**src/design/rxo_pkg.sv**
```systemverilog
// constants for the receiver test and override register bank
// Notes on behaviour
// - The coefficient value field reads and writes the filter table entry picked by the address.
// - A four-bit coefficient address in the low nibble of register 0x60 picks the table entry.
// - A read-only three-bit power state sits in the top bits: 000 low, 001 ready, 011 tune, 111 rx.
// - Buffer override 0 lets the state machine drive the buffer enable; 1 lets the enable bit drive it.
// - The buffer enable bit has no effect while the buffer override bit is clear.
// - With coarse override clear, the coarse field reads the internal coarse calibration result.
// - With coarse override set, the written coarse value replaces the internal result.
// - With fine override clear, the fine field reads the internal fine calibration result.
// - With fine override set, the written fine value replaces the internal result.
// - Global override high drives override bits both ways; low lets them only force blocks on.
// - Regulator override resets to 0x81: smart reset and idle powerdown on, all enables off.
// - Digital powerdown enable powers the digital domain down while idle; clear keeps it up.
// - Oscillator control writable bits reset to 00100, only double amplification set.
// - Coefficient value and coarse calibration registers reset to zero.
// - ADC tune override set selects the host-written four-bit tune over the internal value.
package rxo_pkg;
	localparam logic [7:0] ADDR_COEF_ADDR  = 8'h60;
	localparam logic [7:0] ADDR_COEF_VALUE = 8'h61;
	localparam logic [7:0] ADDR_XTAL_CTRL  = 8'h62;
	localparam logic [7:0] ADDR_RC_COARSE  = 8'h63;
	localparam logic [7:0] ADDR_RC_FINE    = 8'h64;
	localparam logic [7:0] ADDR_REG_OVR    = 8'h65;
	localparam logic [7:0] ADDR_REG_LEVEL  = 8'h66;
	localparam logic [7:0] ADDR_ADC_TUNE   = 8'h67;

	localparam logic [7:0] RST_COEF_ADDR   = 8'h00;
	localparam logic [7:0] RST_COEF_VALUE  = 8'h00;
	localparam logic [4:0] RST_XTAL_CTRL   = 5'h04;
	localparam logic [7:0] RST_RC_COARSE   = 8'h00;
	localparam logic [7:0] RST_RC_FINE     = 8'h00;
	localparam logic [7:0] RST_REG_OVR     = 8'h81;
	localparam logic [7:0] RST_REG_LEVEL   = 8'h00;
	localparam logic [7:0] RST_ADC_TUNE    = 8'h1D;

	// table shape
	localparam int COEF_ADDR_W  = 4;
	localparam int COEF_VAL_W   = 6;
	localparam int COEF_ENTRIES = 16;

	// field positions
	localparam int XTAL_PWST_LSB  = 5;
	localparam int XTAL_HYST_BIT  = 4;
	localparam int XTAL_BIAS_BIT  = 3;
	localparam int XTAL_AMP_BIT   = 2;
	localparam int XTAL_BUFOV_BIT = 1;
	localparam int XTAL_BUFEN_BIT = 0;
	localparam int CAL_OVR_BIT    = 7;
	localparam int OVR_SPOR_BIT   = 7;
	localparam int OVR_BIAS_BIT   = 6;
	localparam int OVR_DPWD_BIT   = 0;
	localparam int LVL_ENOVR_BIT  = 7;
	localparam int LVL_XTAL_BIT   = 6;
	localparam int LVL_TS_BIT     = 5;
	localparam int LVL_RC32_BIT   = 4;
	localparam int ADC_RST_BIT    = 7;
	localparam int ADC_REFDAC_BIT = 6;
	localparam int ADC_EN_BIT     = 5;
	localparam int ADC_OVR_BIT    = 4;

	// power state codes
	localparam logic [2:0] PWST_LOW_POWER = 3'h0;
	localparam logic [2:0] PWST_READY     = 3'h1;
	localparam logic [2:0] PWST_TUNE      = 3'h3;
	localparam logic [2:0] PWST_RECEIVE   = 3'h7;
endpackage : rxo_pkg

```
**src/design/rxo_coef_table.sv**
```systemverilog
// channel filter coefficient table with one selected entry port
module rxo_coef_table #(
	parameter int ADDR_W  = rxo_pkg::COEF_ADDR_W,
	parameter int VAL_W   = rxo_pkg::COEF_VAL_W,
	parameter int ENTRIES = rxo_pkg::COEF_ENTRIES
) (
	// clock and reset
	input  wire logic              core_clk,
	input  wire logic              rst,
	// host side selected entry
	input  wire logic [ADDR_W-1:0] sel_addr,
	input  wire logic              wr_en,
	input  wire logic [VAL_W-1:0]  wr_data,
	output logic      [VAL_W-1:0]  rd_data,
	// receive path lookup
	input  wire logic [ADDR_W-1:0] path_addr,
	output logic      [VAL_W-1:0]  path_data
);
	logic [VAL_W-1:0] entry [ENTRIES];

	// per-entry storage, all zero after reset
	genvar g;
	generate
		for (g = 0; g < ENTRIES; g++)
		begin : g_entry
			always_ff @(posedge core_clk)
			begin
				if (rst)
					entry[g] <= '0;
				else if (wr_en && sel_addr == ADDR_W'(g))
					entry[g] <= wr_data;
			end
		end
	endgenerate

	assign rd_data   = entry[sel_addr];
	assign path_data = entry[path_addr];
endmodule : rxo_coef_table

```
**src/design/rxo_regs.sv**
```systemverilog
// receiver test and override register bank
module rxo_regs #(
	parameter int ADDR_W = rxo_pkg::COEF_ADDR_W,
	parameter int VAL_W  = rxo_pkg::COEF_VAL_W
) (
	// clock and reset
	input  wire logic              core_clk,
	input  wire logic              rst,
	// register access from the serial port decoder
	input  wire logic [7:0]        reg_addr,
	input  wire logic              reg_wr,
	input  wire logic [7:0]        reg_wdata,
	output logic      [7:0]        reg_rdata,
	// internal device state
	input  wire logic [2:0]        power_state,
	input  wire logic              fsm_buf_en,
	input  wire logic              idle_mode,
	input  wire logic [6:0]        cal_coarse_result,
	input  wire logic [6:0]        cal_fine_result,
	input  wire logic [3:0]        cal_adc_tune,
	input  wire logic              fsm_bias_en,
	input  wire logic              fsm_xtal_en,
	input  wire logic              fsm_ts_en,
	input  wire logic              fsm_rc32_en,
	// receive path coefficient lookup
	input  wire logic [ADDR_W-1:0] path_coef_addr,
	output logic      [VAL_W-1:0]  path_coef_data,
	// controls to analogue blocks
	output logic                   xtal_buf_en,
	output logic                   clk_hyst,
	output logic                   double_bias,
	output logic                   double_amplification,
	output logic      [6:0]        rc_coarse_trim,
	output logic      [6:0]        rc_fine_trim,
	output logic                   smart_por_en,
	output logic                   bias_en,
	output logic      [4:0]        ldo_en,
	output logic                   dig_domain_on,
	output logic                   xtal_en,
	output logic                   ts_en,
	output logic                   rc32_en,
	output logic      [2:0]        dig_ldo_level,
	output logic                   adc_reset,
	output logic                   adc_refdac_en,
	output logic                   adc_en,
	output logic      [3:0]        adc_tune
);
	// stored registers
	logic [7:0] coef_addr;
	logic [4:0] xtal_ctrl;
	logic [7:0] rc_coarse;
	logic [7:0] rc_fine;
	logic [7:0] reg_ovr;
	logic [7:0] reg_level;
	logic [7:0] adc_tuning_one;

	// write strobes
	wire wr_coef_addr = reg_wr && reg_addr == rxo_pkg::ADDR_COEF_ADDR;
	wire wr_coef_val  = reg_wr && reg_addr == rxo_pkg::ADDR_COEF_VALUE;
	wire wr_xtal      = reg_wr && reg_addr == rxo_pkg::ADDR_XTAL_CTRL;
	wire wr_coarse    = reg_wr && reg_addr == rxo_pkg::ADDR_RC_COARSE;
	wire wr_fine      = reg_wr && reg_addr == rxo_pkg::ADDR_RC_FINE;
	wire wr_ovr       = reg_wr && reg_addr == rxo_pkg::ADDR_REG_OVR;
	wire wr_level     = reg_wr && reg_addr == rxo_pkg::ADDR_REG_LEVEL;
	wire wr_adc       = reg_wr && reg_addr == rxo_pkg::ADDR_ADC_TUNE;

	// override selects
	wire coarse_ovr = rc_coarse[rxo_pkg::CAL_OVR_BIT];
	wire fine_ovr   = rc_fine[rxo_pkg::CAL_OVR_BIT];
	wire buf_ovr    = xtal_ctrl[rxo_pkg::XTAL_BUFOV_BIT];
	wire global_ovr = reg_level[rxo_pkg::LVL_ENOVR_BIT];
	wire adc_ovr    = adc_tuning_one[rxo_pkg::ADC_OVR_BIT];

	wire [VAL_W-1:0] coef_rd;

	// coefficient table behind the address/value pair
	rxo_coef_table #(
		.ADDR_W  (ADDR_W),
		.VAL_W   (VAL_W),
		.ENTRIES (rxo_pkg::COEF_ENTRIES)
	) u_table (
		.core_clk  (core_clk),
		.rst       (rst),
		.sel_addr  (coef_addr[ADDR_W-1:0]),
		.wr_en     (wr_coef_val),
		.wr_data   (reg_wdata[VAL_W-1:0]),
		.rd_data   (coef_rd),
		.path_addr (path_coef_addr),
		.path_data (path_coef_data)
	);

	// address register; upper nibble reserved, never stored
	always_ff @(posedge core_clk)
	begin
		if (rst)
			coef_addr <= rxo_pkg::RST_COEF_ADDR;
		else if (wr_coef_addr)
			coef_addr <= {4'h0, reg_wdata[3:0]};
	end

	// oscillator control; power state is live, not stored
	always_ff @(posedge core_clk)
	begin
		if (rst)
			xtal_ctrl <= rxo_pkg::RST_XTAL_CTRL;
		else if (wr_xtal)
			xtal_ctrl <= reg_wdata[4:0];
	end

	// calibration override registers
	always_ff @(posedge core_clk)
	begin
		if (rst)
		begin
			rc_coarse <= rxo_pkg::RST_RC_COARSE;
			rc_fine   <= rxo_pkg::RST_RC_FINE;
		end
		else
		begin
			if (wr_coarse)
				rc_coarse <= reg_wdata;
			if (wr_fine)
				rc_fine <= reg_wdata;
		end
	end

	// regulator override and level registers
	always_ff @(posedge core_clk)
	begin
		if (rst)
		begin
			reg_ovr   <= rxo_pkg::RST_REG_OVR;
			reg_level <= rxo_pkg::RST_REG_LEVEL;
		end
		else
		begin
			if (wr_ovr)
				reg_ovr <= reg_wdata;
			if (wr_level)
				reg_level <= reg_wdata & 8'hF7;
		end
	end

	// adc tuning register
	always_ff @(posedge core_clk)
	begin
		if (rst)
			adc_tuning_one <= rxo_pkg::RST_ADC_TUNE;
		else if (wr_adc)
			adc_tuning_one <= reg_wdata;
	end

	// effective calibration values
	// internal coarse when clear
	wire [6:0] coarse_eff = coarse_ovr ? rc_coarse[6:0] : cal_coarse_result;
	wire [6:0] fine_eff   = fine_ovr ? rc_fine[6:0] : cal_fine_result;
	wire [3:0] adc_eff    = adc_ovr ? adc_tuning_one[3:0] : cal_adc_tune;

	// global qualifier: high passes override both ways, low may only force on
	// override qualifier
	wire bias_eff = global_ovr ? reg_ovr[rxo_pkg::OVR_BIAS_BIT]
		: (reg_ovr[rxo_pkg::OVR_BIAS_BIT] | fsm_bias_en);
	wire xtal_eff = global_ovr ? reg_level[rxo_pkg::LVL_XTAL_BIT]
		: (reg_level[rxo_pkg::LVL_XTAL_BIT] | fsm_xtal_en);
	wire ts_eff   = global_ovr ? reg_level[rxo_pkg::LVL_TS_BIT]
		: (reg_level[rxo_pkg::LVL_TS_BIT] | fsm_ts_en);
	wire rc32_eff = global_ovr ? reg_level[rxo_pkg::LVL_RC32_BIT]
		: (reg_level[rxo_pkg::LVL_RC32_BIT] | fsm_rc32_en);

	wire buf_eff = buf_ovr ? xtal_ctrl[rxo_pkg::XTAL_BUFEN_BIT] : fsm_buf_en;

	wire dig_on_eff = !(reg_ovr[rxo_pkg::OVR_DPWD_BIT] && idle_mode);

	// control outputs registered so the blocks see glitch-free levels
	always_ff @(posedge core_clk)
	begin
		if (rst)
		begin
			xtal_buf_en          <= 1'b0;
			clk_hyst             <= 1'b0;
			double_bias          <= 1'b0;
			double_amplification <= 1'b1;
			rc_coarse_trim       <= 7'h00;
			rc_fine_trim         <= 7'h00;
			smart_por_en         <= 1'b1;
			bias_en              <= 1'b0;
			ldo_en               <= 5'h00;
			dig_domain_on        <= 1'b1;
			xtal_en              <= 1'b0;
			ts_en                <= 1'b0;
			rc32_en              <= 1'b0;
			dig_ldo_level        <= 3'h0;
			adc_reset            <= 1'b0;
			adc_refdac_en        <= 1'b0;
			adc_en               <= 1'b0;
			adc_tune             <= 4'h0;
		end
		else
		begin
			xtal_buf_en          <= buf_eff;
			clk_hyst             <= xtal_ctrl[rxo_pkg::XTAL_HYST_BIT];
			double_bias          <= xtal_ctrl[rxo_pkg::XTAL_BIAS_BIT];
			double_amplification <= xtal_ctrl[rxo_pkg::XTAL_AMP_BIT];
			rc_coarse_trim       <= coarse_eff;
			rc_fine_trim         <= fine_eff;
			smart_por_en         <= reg_ovr[rxo_pkg::OVR_SPOR_BIT];
			bias_en              <= bias_eff;
			ldo_en               <= reg_ovr[5:1];
			dig_domain_on        <= dig_on_eff;
			xtal_en              <= xtal_eff;
			ts_en                <= ts_eff;
			rc32_en              <= rc32_eff;
			dig_ldo_level        <= reg_level[2:0];
			adc_reset            <= adc_tuning_one[rxo_pkg::ADC_RST_BIT];
			adc_refdac_en        <= adc_tuning_one[rxo_pkg::ADC_REFDAC_BIT];
			adc_en               <= adc_tuning_one[rxo_pkg::ADC_EN_BIT];
			adc_tune             <= adc_eff;
		end
	end

	// read mux; unmapped addresses read zero
	always_comb
	begin
		unique case (reg_addr)
			rxo_pkg::ADDR_COEF_ADDR:  reg_rdata = coef_addr;
			rxo_pkg::ADDR_COEF_VALUE: reg_rdata = {2'b00, coef_rd};
			rxo_pkg::ADDR_XTAL_CTRL:  reg_rdata = {power_state, xtal_ctrl};
			rxo_pkg::ADDR_RC_COARSE:  reg_rdata = {coarse_ovr, coarse_eff};
			rxo_pkg::ADDR_RC_FINE:    reg_rdata = {fine_ovr, fine_eff};
			rxo_pkg::ADDR_REG_OVR:    reg_rdata = reg_ovr;
			rxo_pkg::ADDR_REG_LEVEL:  reg_rdata = reg_level;
			rxo_pkg::ADDR_ADC_TUNE:   reg_rdata = adc_tuning_one;
			default:                  reg_rdata = 8'h00;
		endcase
	end
endmodule : rxo_regs
```
**config.mk**
```make
export PLATFORM = sky130hd
export DESIGN_NAME = rxo_regs
export DESIGN_NICKNAME = d
export VERILOG_FILES = /design/src/design/rxo_pkg.sv /design/src/design/rxo_coef_table.sv /design/src/design/rxo_regs.sv
export SDC_FILE = /design/constraint.sdc
export NUM_CORES = 1
export LEC_CHECK = 0
export BUFFER_PORTS_ARGS = -buffer_cell sky130_fd_sc_hd__buf_2
export CAP_MARGIN = 0
export CORE_AREA = 4 4 120 237
export DETAILED_ROUTE_END_ITERATION = 10
export DIE_AREA = 0 0 124 241
export PLACE_DENSITY = 0.54
export SYNTH_ARGS = -nofsm -noshare
export SYNTH_HDL_FRONTEND = slang
export SYNTH_SLANG_ARGS = --single-unit
```
**constraint.sdc**
```tcl
create_clock -name core_clk -period 2.5 [get_ports core_clk]
set_input_delay 0.25 -clock core_clk [delete_from_list [all_inputs] [get_ports core_clk]]
set_output_delay 0.25 -clock core_clk [all_outputs]
set_load 0.005 [all_outputs]
```
==> impl_results.html <==
<table>
<tr><th>Metric</th><th>Value</th></tr>
<tr><th colspan="2">Critical path</th></tr>
<tr><td>Classification of the worst setup path</td><td>flop to output port</td></tr>
<tr><td>Critical path arrival</td><td>2290 ps</td></tr>
<tr><td>Startpoint type of the worst setup path</td><td>flop</td></tr>
<tr><td>Kind of end point of the critical path</td><td>output port</td></tr>
<tr><td>Max FO, Critical Path</td><td>5</td></tr>
<tr><td>Data required time at the worst endpoint</td><td>2250 ps</td></tr>
<tr><th colspan="2">Place</th></tr>
<tr><td>Routability-driven placement congestion ratio</td><td>0.848</td></tr>
<tr><td>Total placed instance area</td><td>10200 um2</td></tr>
<tr><td>Detailed Place HPWL</td><td>19.0 mm</td></tr>
<tr><td>Post-placement setup slack</td><td>80.0 ps</td></tr>
<tr><td>Port bufs</td><td>102</td></tr>
<tr><th colspan="2">Detailed routing</th></tr>
<tr><td>Post-route DRC</td><td>0</td></tr>
<tr><td>Detailed-router iteration count before antenna repair</td><td>4</td></tr>
<tr><td>Routed WL</td><td>26.5 mm</td></tr>
<tr><td>Mean routed wirelength per cell</td><td>22.6 um</td></tr>
<tr><td>Number of nets with antenna violations after detailed routing</td><td>0</td></tr>
<tr><td>Starting DRC count in detailed routing</td><td>482</td></tr>
<tr><td>Vias per cell</td><td>5.24</td></tr>
<tr><td>Total number of vias</td><td>6148</td></tr>
<tr><th colspan="2">CTS</th></tr>
<tr><td>Clk root buf</td><td>clkbuf_16</td></tr>
<tr><td>CTS Sinks</td><td>187</td></tr>
<tr><td>Clock tree from TritonCTS</td><td>yes</td></tr>
<tr><td>Buffer depth of the longest clock path</td><td>2</td></tr>
<tr><td>Total clock buffers created by CTS</td><td>17</td></tr>
<tr><td>Later-pin clock latency in the skew report</td><td>440 ps</td></tr>
<tr><td>Htree depth</td><td>4</td></tr>
<tr><td>CTS clk-pin slew, worst paths</td><td>70 ps</td></tr>
<tr><th colspan="2">Logic synthesis</th></tr>
<tr><td>Post-synth design cell area</td><td>9220 um2</td></tr>
<tr><td>Synthesis-stage register bit count</td><td>187</td></tr>
<tr><td>Gate count of the mapped netlist</td><td>708</td></tr>
<tr><td>Count of warnings emitted by yosys</td><td>0</td></tr>
<tr><td>Number of different library cells in the post-synthesis netlist</td><td>47</td></tr>
<tr><td>Post-Synthesis Net Count</td><td>758</td></tr>
<tr><td>Share of the synthesized area in the top cell type</td><td>0.313</td></tr>
<tr><td>Syn_area_per_cell</td><td>13.0 um2</td></tr>
<tr><td>Dominant register cell in the synthesized netlist</td><td>edfxtp_1</td></tr>
<tr><td>Proportion of synthesized chip area in sequential cells</td><td>0.510</td></tr>
<tr><td>Synth area leader</td><td>edfxtp_1</td></tr>
<tr><td>Proportion of synthesized flip-flops having asynchronous set or reset</td><td>0</td></tr>
<tr><td>Number of synthesized flops with an enable pin</td><td>96</td></tr>
<tr><td>Cells taking the most area after synthesis</td><td>edfxtp_1, dfxtp_1, mux4_2, mux2i_1, and2_1</td></tr>
<tr><th colspan="2">STA</th></tr>
<tr><td>Transition time at the pin with the least slew margin</td><td>578 ps</td></tr>
<tr><td>Max-slew violation total from the final report</td><td>0</td></tr>
<tr><td>Fmax</td><td>393 MHz</td></tr>
<tr><td>RSZ-0062 raised after global routing</td><td>yes</td></tr>
<tr><td>Tcrit/Tclk final</td><td>1.02</td></tr>
<tr><td>Normalized max-slew margin</td><td>0.615</td></tr>
<tr><td>Final min period</td><td>2540 ps</td></tr>
<tr><td>Maximum clock skew at final layout</td><td>11.2 ps</td></tr>
<tr><td>Final Hold Fails</td><td>0</td></tr>
<tr><td>Setup violation total in the final timing report</td><td>2</td></tr>
<tr><td>Worst-case setup margin in the final layout</td><td>-42.4 ps</td></tr>
<tr><th colspan="2">Power</th></tr>
<tr><td>Maximum resistive drop on vdd</td><td>0.454 mV</td></tr>
<tr><td>Power density of the placed cells</td><td>591 nW/um2</td></tr>
<tr><td>Final total power</td><td>6.56 mW</td></tr>
<tr><td>Static leakage</td><td>4.35 nW</td></tr>
<tr><th colspan="2">Die</th></tr>
<tr><td>Number of top-level pins</td><td>103</td></tr>
<tr><td>Starting Density</td><td>0.345</td></tr>
<tr><td>Core outline area</td><td>26700 um2</td></tr>
<tr><td>Horiz. Die Dim</td><td>124 um</td></tr>
<tr><td>Die footprint</td><td>29900 um2</td></tr>
<tr><td>Core Rows</td><td>85</td></tr>
<tr><td>DIE HEIGHT</td><td>241 um</td></tr>
<tr><th colspan="2">Global route</th></tr>
<tr><td>Wire length of the first global-routing pass</td><td>40.1 mm</td></tr>
<tr><td>Total congestion overflow after global routing</td><td>0</td></tr>
<tr><td>Global-route total usage across every layer</td><td>0.184</td></tr>
<tr><td>Pin count of the biggest net entering global routing</td><td>56</td></tr>
<tr><td>Antenna violations before repair</td><td>0</td></tr>
<tr><td>Via count of the first global-routing pass</td><td>6357</td></tr>
<tr><th colspan="2">Final layout</th></tr>
<tr><td>Final antenna diode count</td><td>0</td></tr>
<tr><td>Highest-count cells in the layout ignoring fill and taps</td><td>buf_2, edfxtp_1, dfxtp_1</td></tr>
<tr><td>Final net count</td><td>863</td></tr>
<tr><td>Area of all placed cells without fillers</td><td>11100 um2</td></tr>
<tr><td>Commonest non-fill, non-tap cell in the layout</td><td>buf_2</td></tr>
<tr><td>Layout Area Growth over Synthesis</td><td>20.2%</td></tr>
<tr><td>Share of layout cells above drive strength 1</td><td>0.352</td></tr>
<tr><td>Filler cells</td><td>2506</td></tr>
<tr><th colspan="2">Min path</th></tr>
<tr><td>Hold/Removal Path Class</td><td>primary input to flop</td></tr>
<tr><th colspan="2">Outcome</th></tr>
<tr><td>Violations in the final reports</td><td>setup timing</td></tr>
<tr><td>Outcome</td><td>finished, violations left</td></tr>
<tr><th colspan="2">Job</th></tr>
<tr><td>Max Cap Viol</td><td>0</td></tr>
</table>
==> power by group <==
part	internal, mW	switching, mW	total (mW)
combinational	0.225	0.284	0.509
clock	1.42	1.30	2.71
sequential	3.29	0.0456	3.33
==> area by class of cell <==
| type | instances | area, um2 | area share |
|---|---|---|---|
| clock buffers | 17 | 425 | 0.0384 |
| repair buffers | 146 | 992 | 0.0895 |
| clock inverters | 15 | 150 | 0.0135 |
| multi-input cells | 457 | 4360 | 0.393 |
| inverters | 4 | 15.0 | 0.00135 |
| flip-flops and latches | 187 | 4710 | 0.425 |
| well taps | 348 | 435 | 0.0393 |
==> what timing repair did <==
action                                 in CTS  in global routing
cloned                                      2                  1
endpoints found under the hold margin       1                  0
setup endpoints to repair                   6                  6
pin swaps                                   3                  4
hold buffers                                1                  0
gates resized for setup                    27                  1
setup buffers                               2                  2
==> metal layers <==
metal  wire [um]  track usage  vias to the layer above  part of all wire
met5           0            0                        -                 0
met4         804       0.0695                        0             0.030
met3        1200       0.0312                       31             0.045
met2       13500        0.308                      186              0.51
met1       11100        0.237                     3102              0.42
li1            -            -                     2829                 -
==> cells in the mapped netlist, types with 13 or more instances <==
cell and instances:
nor3_4 14, mux4_2 59, nor2_1 52, a21o_1 16, edfxtp_1 96, mux2i_1 65
clkbuf_1 41, dfxtp_1 91, and2_1 87, nand2b_1 26, and3_1 13, nor2b_1 28
==> critical path, stage by stage, from the launching register on <==
cell and delay (ps):
dfxtp_4 430, buf_4 150, clkbuf_16 150, mux4_2 480, mux2i_1 190, o22a_1 220, o21ai_2 90, buf_2 130
==> registers in the layout, summed over array words and instances (netlist names), 5 cells and up, named ones only <==
name and cells:
xtal_ctrl 5, ldo_en 5, reg_level 7, u_table.entry 96, reg_ovr 8, adc_tuning_one 8, rc_fine_trim 7, rc_coarse_trim 7
rc_coarse 8, rc_fine 8
==> cells by family (layout without fill, tap and decap cells) <==
| family | after synthesis | count (layout) | share of synthesized area |
|---|---|---|---|
| buf+inv | 64 | 182 | 0.0301 |
| simple gates | 257 | 257 | 0.183 |
| mux | 133 | 133 | 0.226 |
| compound gates | 67 | 67 | 0.0507 |
| flops | 187 | 187 | 0.510 |
==> stage by stage <==
| step | TNS [ps] | instances | utilization | hold slack (ps) |
|---|---|---|---|---|
| 2_1_floorplan | 0 | 708 | - | 334 |
| 5_1_grt | -427 | 1174 | 0.415 | 37.8 |
| 4_1_cts | -151 | 1171 | 0.413 | 22.5 |
| 3_3_place_gp | 0 | 1134 | 0.384 | 441 |
| 3_5_place_dp | 0 | 1134 | 0.384 | 445 |
| 6_report | -68.4 | 1174 | 0.415 | 41.5 |
==> path summary, 6_finish.rpt <==
kind	slack, ps	start	end	cells after the start
setup / recovery	-40	flop	reg_rdata[1]	7
hold / removal	40	cal_adc_tune[3]	adc_tune[3]$_SDFF_PP0_	3
setup reg to reg	410	coef_addr[3]$_SDFFE_PP0N_	u_table.entry[9][4]$_SDFFCE_PN0P_	4
hold reg to reg	460	reg_ovr[0]$_SDFFE_PP1P_	dig_domain_on$_SDFF_PP1_	1
Power figures use the tool's default switching activity.
